`src/inc/meas_quality_pkg.sv`:
```
// Constants, commands and carrier types of the measurement quality status group
`default_nettype none

package meas_quality_pkg;

    // ------------------------------------------------------------------
    // Word layout
    // ------------------------------------------------------------------
    localparam int unsigned WORD_WIDTH = 16;

    localparam int unsigned BIT_OVER_RANGE   = 1;
    localparam int unsigned BIT_OVERLOAD     = 3;
    localparam int unsigned BIT_SELF_CHECK   = 4;
    localparam int unsigned BIT_BACKUP_BAD   = 5;
    localparam int unsigned BIT_REMOTE_CHG   = 6;
    localparam int unsigned BIT_CAL_EXPIRED  = 8;
    localparam int unsigned BIT_FATAL        = 14;

    // Bits that carry a condition; all others read as zero in the condition and event words
    localparam logic [15:0] USED_BITS_MASK = 16'h417a;

    // ------------------------------------------------------------------
    // Reset, preset and range values
    // ------------------------------------------------------------------
    localparam logic [15:0] ENABLE_DEFAULT = 16'h0000;
    localparam logic [15:0] RISE_DEFAULT   = 16'h7fff;
    localparam logic [15:0] FALL_DEFAULT   = 16'h0000;
    localparam logic [15:0] MASK_MAX       = 16'h7fff;
    localparam logic [15:0] WORD_ZERO      = 16'h0000;

    // ------------------------------------------------------------------
    // Host commands
    // ------------------------------------------------------------------
    typedef enum logic [3:0] {
        CMD_READ_EVENT     = 4'h0,
        CMD_READ_CONDITION = 4'h1,
        CMD_WRITE_ENABLE   = 4'h2,
        CMD_READ_ENABLE    = 4'h3,
        CMD_WRITE_RISE     = 4'h4,
        CMD_READ_RISE      = 4'h5,
        CMD_WRITE_FALL     = 4'h6,
        CMD_READ_FALL      = 4'h7,
        CMD_PRESET         = 4'h8
    } command_type;

    // ------------------------------------------------------------------
    // Carriers
    // ------------------------------------------------------------------
    typedef struct packed {
        logic        valid;
        command_type code;
        logic [15:0] data;
    } request_type;

    typedef struct packed {
        logic        valid;
        logic        error;
        logic [15:0] data;
    } answer_type;

    typedef struct packed {
        logic fatal;
        logic cal_expired;
        logic remote_change;
        logic backup_bad;
        logic self_check;
        logic overload;
        logic over_range;
    } condition_type;

endpackage

`default_nettype wire

```
`src/hdl/meas_quality_status.sv`:
```
// Measurement quality status group: condition, transition filters, event and enable words
`timescale 1ns/1ns
`default_nettype none

module meas_quality_status #(
    parameter int unsigned WIDTH = meas_quality_pkg::WORD_WIDTH
) (
    input  wire logic                          clock,
    input  wire logic                          arst_n,
    input  wire meas_quality_pkg::condition_type condition_pins,
    input  wire meas_quality_pkg::request_type request,
    output var meas_quality_pkg::answer_type   answer,
    output logic                               summary,
    output logic                               preset_all
);

    // ------------------------------------------------------------------
    // Helpers
    // ------------------------------------------------------------------
    function automatic logic mask_in_range(input logic [15:0] value);
        mask_in_range = (value <= meas_quality_pkg::MASK_MAX);
    endfunction

    function automatic logic is_mask_write(input meas_quality_pkg::command_type code);
        is_mask_write = (code == meas_quality_pkg::CMD_WRITE_ENABLE) ||
                        (code == meas_quality_pkg::CMD_WRITE_RISE) ||
                        (code == meas_quality_pkg::CMD_WRITE_FALL);
    endfunction

    // ------------------------------------------------------------------
    // Condition synchroniser
    // ------------------------------------------------------------------
    meas_quality_pkg::condition_type sync1_q;
    meas_quality_pkg::condition_type sync1_d;
    meas_quality_pkg::condition_type sync2_q;
    meas_quality_pkg::condition_type sync2_d;

    always_comb begin
        sync1_d = condition_pins;
        sync2_d = sync1_q;
    end

    always_ff @(posedge clock or negedge arst_n) begin
        if (!arst_n) begin
            sync1_q <= '0;
            sync2_q <= '0;
        end else begin
            sync1_q <= sync1_d;
            sync2_q <= sync2_d;
        end
    end

    // ------------------------------------------------------------------
    // Condition word
    // ------------------------------------------------------------------
    logic [WIDTH-1:0] condition_q;
    logic [WIDTH-1:0] condition_d;
    logic [WIDTH-1:0] condition_prev_q;
    logic [WIDTH-1:0] condition_prev_d;

    always_comb begin
        condition_d = '0;
        condition_d[meas_quality_pkg::BIT_OVER_RANGE]  = sync2_q.over_range;
        condition_d[meas_quality_pkg::BIT_OVERLOAD]    = sync2_q.overload;
        condition_d[meas_quality_pkg::BIT_SELF_CHECK]  = sync2_q.self_check;
        condition_d[meas_quality_pkg::BIT_BACKUP_BAD]  = sync2_q.backup_bad;
        condition_d[meas_quality_pkg::BIT_REMOTE_CHG]  = sync2_q.remote_change;
        condition_d[meas_quality_pkg::BIT_CAL_EXPIRED] = sync2_q.cal_expired;
        condition_d[meas_quality_pkg::BIT_FATAL]       = sync2_q.fatal;
        condition_d = condition_d & meas_quality_pkg::USED_BITS_MASK[WIDTH-1:0];
        condition_prev_d = condition_q;
    end

    always_ff @(posedge clock or negedge arst_n) begin
        if (!arst_n) begin
            condition_q      <= '0;
            condition_prev_q <= '0;
        end else begin
            condition_q      <= condition_d;
            condition_prev_q <= condition_prev_d;
        end
    end

    // ------------------------------------------------------------------
    // Command decode
    // ------------------------------------------------------------------
    logic take;
    logic write_ok;
    logic write_bad;
    logic read_event;
    logic do_preset;

    always_comb begin
        take       = request.valid;
        write_ok   = take && is_mask_write(request.code) && mask_in_range(request.data);
        write_bad  = take && is_mask_write(request.code) && !mask_in_range(request.data);
        read_event = take && (request.code == meas_quality_pkg::CMD_READ_EVENT);
        do_preset  = take && (request.code == meas_quality_pkg::CMD_PRESET);
    end

    // ------------------------------------------------------------------
    // Filter and enable masks
    // ------------------------------------------------------------------
    logic [WIDTH-1:0] enable_q;
    logic [WIDTH-1:0] enable_d;
    logic [WIDTH-1:0] rise_q;
    logic [WIDTH-1:0] rise_d;
    logic [WIDTH-1:0] fall_q;
    logic [WIDTH-1:0] fall_d;

    always_comb begin
        enable_d = enable_q;
        rise_d   = rise_q;
        fall_d   = fall_q;
        if (do_preset) begin
            enable_d = meas_quality_pkg::ENABLE_DEFAULT[WIDTH-1:0];
            rise_d   = meas_quality_pkg::RISE_DEFAULT[WIDTH-1:0];
            fall_d   = meas_quality_pkg::FALL_DEFAULT[WIDTH-1:0];
        end else if (write_ok) begin
            unique case (request.code)
                meas_quality_pkg::CMD_WRITE_ENABLE: begin
                    enable_d = request.data[WIDTH-1:0];
                end
                meas_quality_pkg::CMD_WRITE_RISE: begin
                    rise_d = request.data[WIDTH-1:0];
                end
                meas_quality_pkg::CMD_WRITE_FALL: begin
                    fall_d = request.data[WIDTH-1:0];
                end
                default: begin
                    enable_d = enable_q;
                end
            endcase
        end
    end

    always_ff @(posedge clock or negedge arst_n) begin
        if (!arst_n) begin
            enable_q <= meas_quality_pkg::ENABLE_DEFAULT[WIDTH-1:0];
            rise_q   <= meas_quality_pkg::RISE_DEFAULT[WIDTH-1:0];
            fall_q   <= meas_quality_pkg::FALL_DEFAULT[WIDTH-1:0];
        end else begin
            enable_q <= enable_d;
            rise_q   <= rise_d;
            fall_q   <= fall_d;
        end
    end

    // ------------------------------------------------------------------
    // Event word
    // ------------------------------------------------------------------
    logic [WIDTH-1:0] event_q;
    logic [WIDTH-1:0] event_d;
    logic [WIDTH-1:0] event_set;

    for (genvar i = 0; i < WIDTH; i++) begin : g_event
        always_comb begin
            event_set[i] = (condition_q[i] && !condition_prev_q[i] && rise_q[i]) ||
                           (!condition_q[i] && condition_prev_q[i] && fall_q[i]);
        end
    end

    always_comb begin
        // A new event in the clearing cycle survives the read
        event_d = (read_event ? '0 : event_q) | event_set;
    end

    always_ff @(posedge clock or negedge arst_n) begin
        if (!arst_n) begin
            event_q <= '0;
        end else begin
            event_q <= event_d;
        end
    end

    // ------------------------------------------------------------------
    // Answer
    // ------------------------------------------------------------------
    meas_quality_pkg::answer_type answer_q;
    meas_quality_pkg::answer_type answer_d;

    always_comb begin
        answer_d       = '0;
        answer_d.valid = take;
        answer_d.error = write_bad;
        if (take) begin
            unique case (request.code)
                meas_quality_pkg::CMD_READ_EVENT: begin
                    answer_d.data = 16'(event_q);
                end
                meas_quality_pkg::CMD_READ_CONDITION: begin
                    answer_d.data = 16'(condition_q);
                end
                meas_quality_pkg::CMD_READ_ENABLE: begin
                    answer_d.data = 16'(enable_q);
                end
                meas_quality_pkg::CMD_READ_RISE: begin
                    answer_d.data = 16'(rise_q);
                end
                meas_quality_pkg::CMD_READ_FALL: begin
                    answer_d.data = 16'(fall_q);
                end
                default: begin
                    answer_d.data = meas_quality_pkg::WORD_ZERO;
                end
            endcase
        end
    end

    always_ff @(posedge clock or negedge arst_n) begin
        if (!arst_n) begin
            answer_q <= '0;
        end else begin
            answer_q <= answer_d;
        end
    end

    // ------------------------------------------------------------------
    // Summary and preset fan-out
    // ------------------------------------------------------------------
    logic summary_q;
    logic summary_d;
    logic preset_q;
    logic preset_d;

    always_comb begin
        summary_d = |(event_d & enable_d);
        preset_d  = do_preset;
    end

    always_ff @(posedge clock or negedge arst_n) begin
        if (!arst_n) begin
            summary_q <= 1'b0;
            preset_q  <= 1'b0;
        end else begin
            summary_q <= summary_d;
            preset_q  <= preset_d;
        end
    end

    always_comb begin
        answer     = answer_q;
        summary    = summary_q;
        preset_all = preset_q;
    end

endmodule

`default_nettype wire

```
`config.mk`:
```
export PLATFORM = sky130hd
export DESIGN_NAME = meas_quality_status
export DESIGN_NICKNAME = d
export VERILOG_FILES = /design/src/inc/meas_quality_pkg.sv /design/src/hdl/meas_quality_status.sv
export SDC_FILE = /design/constraint.sdc
export NUM_CORES = 1
export LEC_CHECK = 0
export ABC_AREA = 1
export BUFFER_PORTS_ARGS = -buffer_cell sky130_fd_sc_hd__clkbuf_2
export CAP_MARGIN = 10
export CORE_MARGIN = 2
export CORE_UTILIZATION = 40
export DETAILED_ROUTE_END_ITERATION = 8
export GPL_ROUTABILITY_DRIVEN = 0
export PLACE_DENSITY = 0.7
export SETUP_SLACK_MARGIN = 0.2
export SLEW_MARGIN = 0
export SYNTH_ARGS = -nofsm -noshare
export SYNTH_HDL_FRONTEND = slang
export SYNTH_SLANG_ARGS = --single-unit
```
`constraint.sdc`:
```
create_clock -name clock -period 1.6 [get_ports clock]
set_clock_uncertainty 0.05 [all_clocks]
set_input_delay 0.32 -clock clock [delete_from_list [all_inputs] [get_ports clock]]
set_output_delay 0.32 -clock clock [all_outputs]
set_load 0.05 [all_outputs]
```
==> results of run 1 <==
-- logic make-up after synthesis --
family,Yosys count,synth area share [%]
buffers and inverters,125,10.7
AO/OA/AOI/OAI,99,13.0
flip-flops,112,61.8
AND/OR/NAND/NOR,144,14.5
-- metal layers --
metal / up-vias / track usage [%] / routed length (um)
li1: 1728 / - / -
met1: 1792 / 23.4 / 4800
met2: 116 / 32.4 / 5740
met3: 28 / 3.77 / 656
met4: 0 / 7.25 / 221
met5: - / 0 / 0
-- report_power, final --
group,switching (uW),total [uW],internal (uW)
logic,712,1120,406
clock network,1050,2280,1230
registers,149,3400,3250
-- final cells by class --
cell class              count  share of cell area [%]
repair buffers             96                    12.5
clock inverters             7                    1.35
inverters                 109                    7.11
flip-flops and latches    112                    49.0
clock buffers               9                    3.91
multi-input cells         243                    23.1
well taps                 140                    3.04
-- worst max path at each step --
stage | startpoint | endpoint | depth (start not counted)
after global placement | request[19] | summary | 10
after global routing | request[18] | summary | 12
final | summary | summary | 1
after detailed placement | request[19] | summary | 10
after CTS | condition_prev_d[5] | summary | 9
after floorplan | request[19] | summary | 9
-- timing repair --
action	4_1_cts	5_1_grt
hold buffers	1	0
buffers inserted	0	6
endpoints found under the hold margin	21	0
setup endpoints to repair	0	1
resized for setup	0	31
-- per-stage QoR --
step / setup WS [ns] / total power (uW)
after CTS: 0.239 / 6790
after global routing: 0.174 / 7150
after detailed placement: -0.0786 / 4500
after floorplan: 0.207 / 4070
final: 0.254 / 6800
after global placement: -0.0774 / 4440
-- state kept, by name, indices dropped and copies added (netlist names) --
register and flops:
answer 18, condition_d 7, condition_prev_d 7, condition_prev_q 7
enable_q 16, event_q 16, fall_q 16, preset_all 1
rise_q 16, summary 1, sync1_q 7
-- placed cells by master, fill, tap and decap left out, drive strengths merged, types with 2 or more instances in the layout --
cell      n
nand4     2
dfstp    15
a211oi    7
a221oi    9
clkbuf   58
inv     110
o21ai    39
nand3    41
nand2    48
a21oi     8
buf      46
nor2     52
o22ai    36
dfrtp    97
clkinv    5
==> impl_metrics.json, run 1 <==
{
  "status": "finished, final reports clean",
  "path_clk_slew_ns": 0.07,
  "drc": 0,
  "min_path_cells": 1,
  "required_ns": 1.23,
  "synthTopCellsByCount": "104 x inv_1, 97 x dfrtp_1, 47 x nand2_1, 47 x nor2_1",
  "synth_top_area_share_pct": 53.2,
  "setup_tns_ns": 0,
  "yosysTopAreaCell": "dfrtp_1",
  "coreArea_mm2": 0.0110,
  "min_period_over_period_pct": 84.1,
  "max_freq_mhz": 743,
  "seqCellArea_mm2": 0.00282,
  "synth-async-reset-ratio_pct": 100,
  "synth_fp_nets": 510,
  "diodes": 0,
  "num-nets-final": 601,
  "yosysWarnings": 0,
  "reg2reg_slack_ns": 0.29,
  "ant_nets": 0,
  "drv_cap": 0,
  "ios": 50,
  "leakage_uw": 0.00298,
  "setup_viol": 0,
  "slew_viol_final": 0,
  "critPathLaunchType": "flop",
  "whs_ns": 0.0195,
  "avgSynthCellArea_um2": 9.50,
  "rows": 38,
  "synth_seq_cells": 112,
  "relSlewSlack_pct": 74.9,
  "grt_max_degree": 47,
  "root_buffer": "clkbuf_16",
  "synth_edf_count": 0,
  "die_w_um": 111,
  "netlist_instances": 480,
  "vias": 3664,
  "grt_pass1_vias": 3775,
  "rsz0062_at_grt": "no",
  "die_area_mm2": 0.0123,
  "cts_buffer_depth": 2,
  "die_h_um": 111,
  "grtUsageTotal_pct": 18.9,
  "slowest_delay_ns": 0.35,
  "io_buffer_count": 49,
  "grt_first_pass_wirelength_mm": 18.3,
  "yosysMostFrequentCell": "inv_1",
  "insertion_delay_ns": 0.35,
  "area_growth_pct": 26.2,
  "dp.cells": 692,
  "grt.overflow.total": 0,
  "peakVddDrop_v": 0.000584,
  "r2r_end": "summary",
  "worstHoldPathType": "in2reg",
  "fin_util_pct": 52.4,
  "min_period_ns": 1.35,
  "power_density_mw_per_mm2": 1180,
  "reg2reg_from": "rise_q[14]",
  "path_class": "reg2out",
  "cts_sinks": 112,
  "wl_per_cell_um": 15.9,
  "fillers": 976,
  "path_buf_inv": 1,
  "antenna_found_initial": 0,
  "synth_flop_cell": "dfrtp_1",
  "post_route_cells_drive_above_1_share_pct": 28.5,
  "cp_max_fo": 1,
  "worstSetupEndpointType": "output port",
  "ys_types": 25,
  "slowest_stage": "dfrtp_1",
  "drt-total-wl_mm": 11.4,
  "rr_worst_depth": 8,
  "tightest_slew_ns": 0.376,
  "min_to": "sync1_q[5]",
  "yosysSeqAreaShare_pct": 61.8,
  "numCtsBuffers": 9,
  "htree_levels": 3,
  "detail_route.vias_per_cell": 5.12,
  "cts_tree": "done",
  "multi_input_area_mm2": 0.00133,
  "final-hold-violation-count": 0,
  "synthesis.area_mm2": 0.00456,
  "fin_area_mm2": 0.00576,
  "worstPathArrival_ns": 0.98,
  "path_cells": "clkbuf_2",
  "initial_core_util_pct": 41.5,
  "dr.pass1.iters": 4,
  "min_from": "condition_pins[5]",
  "dp_hpwl_mm": 7.65,
  "placed_area_mm2": 0.00530,
  "drt-initial-drc-count": 264,
  "ys_top_cells_by_area": "dfrtp_1 53%, dfstp_2 8.6%, inv_1 8.6%, o22ai_1 4.9%, nand3_1 4.3%",
  "finalNonFillerCells": 716,
  "cp_top_family": "flip-flops"
}
Power figures use the tool's default switching activity.
==> run 2, diff against run 1 <==
clock period = 1.4 ns   (was 1.6 ns; I/O delays follow)
==> impl_metrics.json, run 2 (synthesis gave the netlist of run 1 again) <==
{
  "status": "finished, final reports clean",
  "leakage_uw": 0.00315,
  "grt_max_degree": 31,
  "dr.pass1.iters": 6,
  "final-hold-violation-count": 0,
  "setup_viol": 0,
  "drc": 0,
  "ant_nets": 0,
  "ios": 50,
  "area_growth_pct": 37.4,
  "antenna_found_initial": 0,
  "min_period_ns": 1.32,
  "die_h_um": 111,
  "slew_viol_final": 0,
  "final_common_cell": "inv_1",
  "drt-total-wl_mm": 11.8,
  "post_route_cells_drive_above_1_share_pct": 30.4,
  "die_area_mm2": 0.0123,
  "dp_hpwl_mm": 7.78,
  "max_freq_mhz": 757,
  "diodes": 0,
  "worstSetupEndpointType": "flop",
  "initial_core_util_pct": 41.5,
  "io_buffer_count": 49,
  "drv_cap": 0,
  "critPathLaunchType": "input pin",
  "largest_reg_flops": 18,
  "wl_per_cell_um": 16.1,
  "grtUsageTotal_pct": 19.3,
  "cp_max_fo": 21,
  "detail_route.vias_per_cell": 5.13,
  "relSlewSlack_pct": 76.5,
  "drt-initial-drc-count": 174,
  "path_clk_slew_ns": 0.08,
  "grt_pass1_vias": 3937,
  "worstPathArrival_ns": 1.52,
  "die_w_um": 111,
  "grt_first_pass_wirelength_mm": 19.0,
  "cts_buffer_depth": 2,
  "p_switching_uw": 2200,
  "cts_sinks": 112,
  "fin_util_pct": 57.1,
  "insertion_delay_ns": 0.36,
  "post-place-ws_ns": -0.297,
  "p_seq_share_pct": 49.6,
  "intPower_uw": 5680,
  "tightest_slew_ns": 0.352,
  "rsz0062_at_grt": "yes",
  "swShare_pct": 27.9,
  "peakVddDrop_v": 0.000838,
  "rows": 38,
  "root_buffer": "clkbuf_16",
  "grt.overflow.total": 0,
  "path_class": "in2reg",
  "min_period_over_period_pct": 94.4,
  "required_ns": 1.60,
  "vias": 3754,
  "numCtsBuffers": 9,
  "most-common-layout-cells": "99 x inv_1, 97 x dfrtp_1, 46 x nor2_1",
  "fin_ws_ns": 0.0788,
  "htree_levels": 3,
  "whs_ns": 0.0816,
  "cts_tree": "done",
  "power_density_mw_per_mm2": 1260,
  "num-nets-final": 617,
  "clkPwrFrac_pct": 32.8,
  "coreArea_mm2": 0.0110,
  "worstHoldPathType": "in2reg",
  "combinationalPowerShare_pct": 17.7
}
run 2: cell count changes in the layout (fill, tap and decap cells not counted), moves of 6 or more:
cell	previous run	this run
clkbuf_2	48	27
buf_8	0	19
dlygate4sd3_1	1	8
nand3_2	8	1
a211oi_1	7	1
a211oi_2	0	6
nand3_1	32	38
run 2: layer usage:
metal / vias to the layer above / track usage [%] / routed length, um
li1: 1752 / - / -
met3: 39 / 4.65 / 643
met4: 0 / 8.50 / 360
met5: - / 0 / 0
met1: 1828 / 23.7 / 4890
met2: 135 / 32.5 / 5920
run 2: power groups by stage:
stage               Combinational [uW]  Clock [uW]  Sequential, uW
floorplan                          670           0            4000
global placement                  1190           0            3920
detailed placement                1220           0            3940
CTS                               1320        2620            3890
global route                      1570        2770            3940
finish                            1390        2580            3910
run 2: layout make-up:
class	instances	area, um2
repair buffers	112	1140
clock buffers	10	229
clock inverters	6	70.1
multi-input cells	243	1420
inverters	109	414
flip-flops and latches	112	2820
well taps	140	175
fillers	929	4710
run 2: repair_timing:
item / 4_1_cts / 5_1_grt
setup buffers: 3 / 3
hold buffers: 8 / 0
gates cloned: 0 / 2
resized for setup: 54 / 49
setup endpoints to repair: 42 / 59
hold endpoints to repair: 23 / 0
pin swaps: 8 / 14
run 2: worst paths after layout:
check / to / cells past startpoint / start / slack, ns
setup reg to reg: summary / 8 / rise_q[14] / 0.10
min in group asynchronous: condition_prev_d[1] / 2 / arst_n / 0.32
hold / removal: answer[17] / 1 / request[20] / 0.08
setup / recovery: summary / 10 / request[17] / 0.08
max in group asynchronous: rise_q[5] / 3 / arst_n / 0.44
hold reg to reg: condition_prev_d[1] / 0 / condition_d[1] / 0.30
run 2: metrics by stage:
step / area, um2 / power, uW / setup TNS (ns) / std cells
6_report: 6270 / 7880 / 0 / 732
5_1_grt: 6270 / 8280 / -0.0260 / 732
4_1_cts: 6070 / 7820 / 0 / 727
3_5_place_dp: 5440 / 5160 / -8.06 / 700
3_3_place_gp: 5440 / 5110 / -5.84 / 700
2_1_floorplan: 4610 / 4670 / 0 / 480
run 2: worst max-delay path, cell delays in order:
cell      delay, ns
clkbuf_2       0.13
nor2_4         0.18
nand4_1        0.19
buf_12         0.21
nand3_1        0.10
nor2_1         0.06
nor2_1         0.12
nand2_1        0.07
nor2_1         0.10
nand2_1        0.06
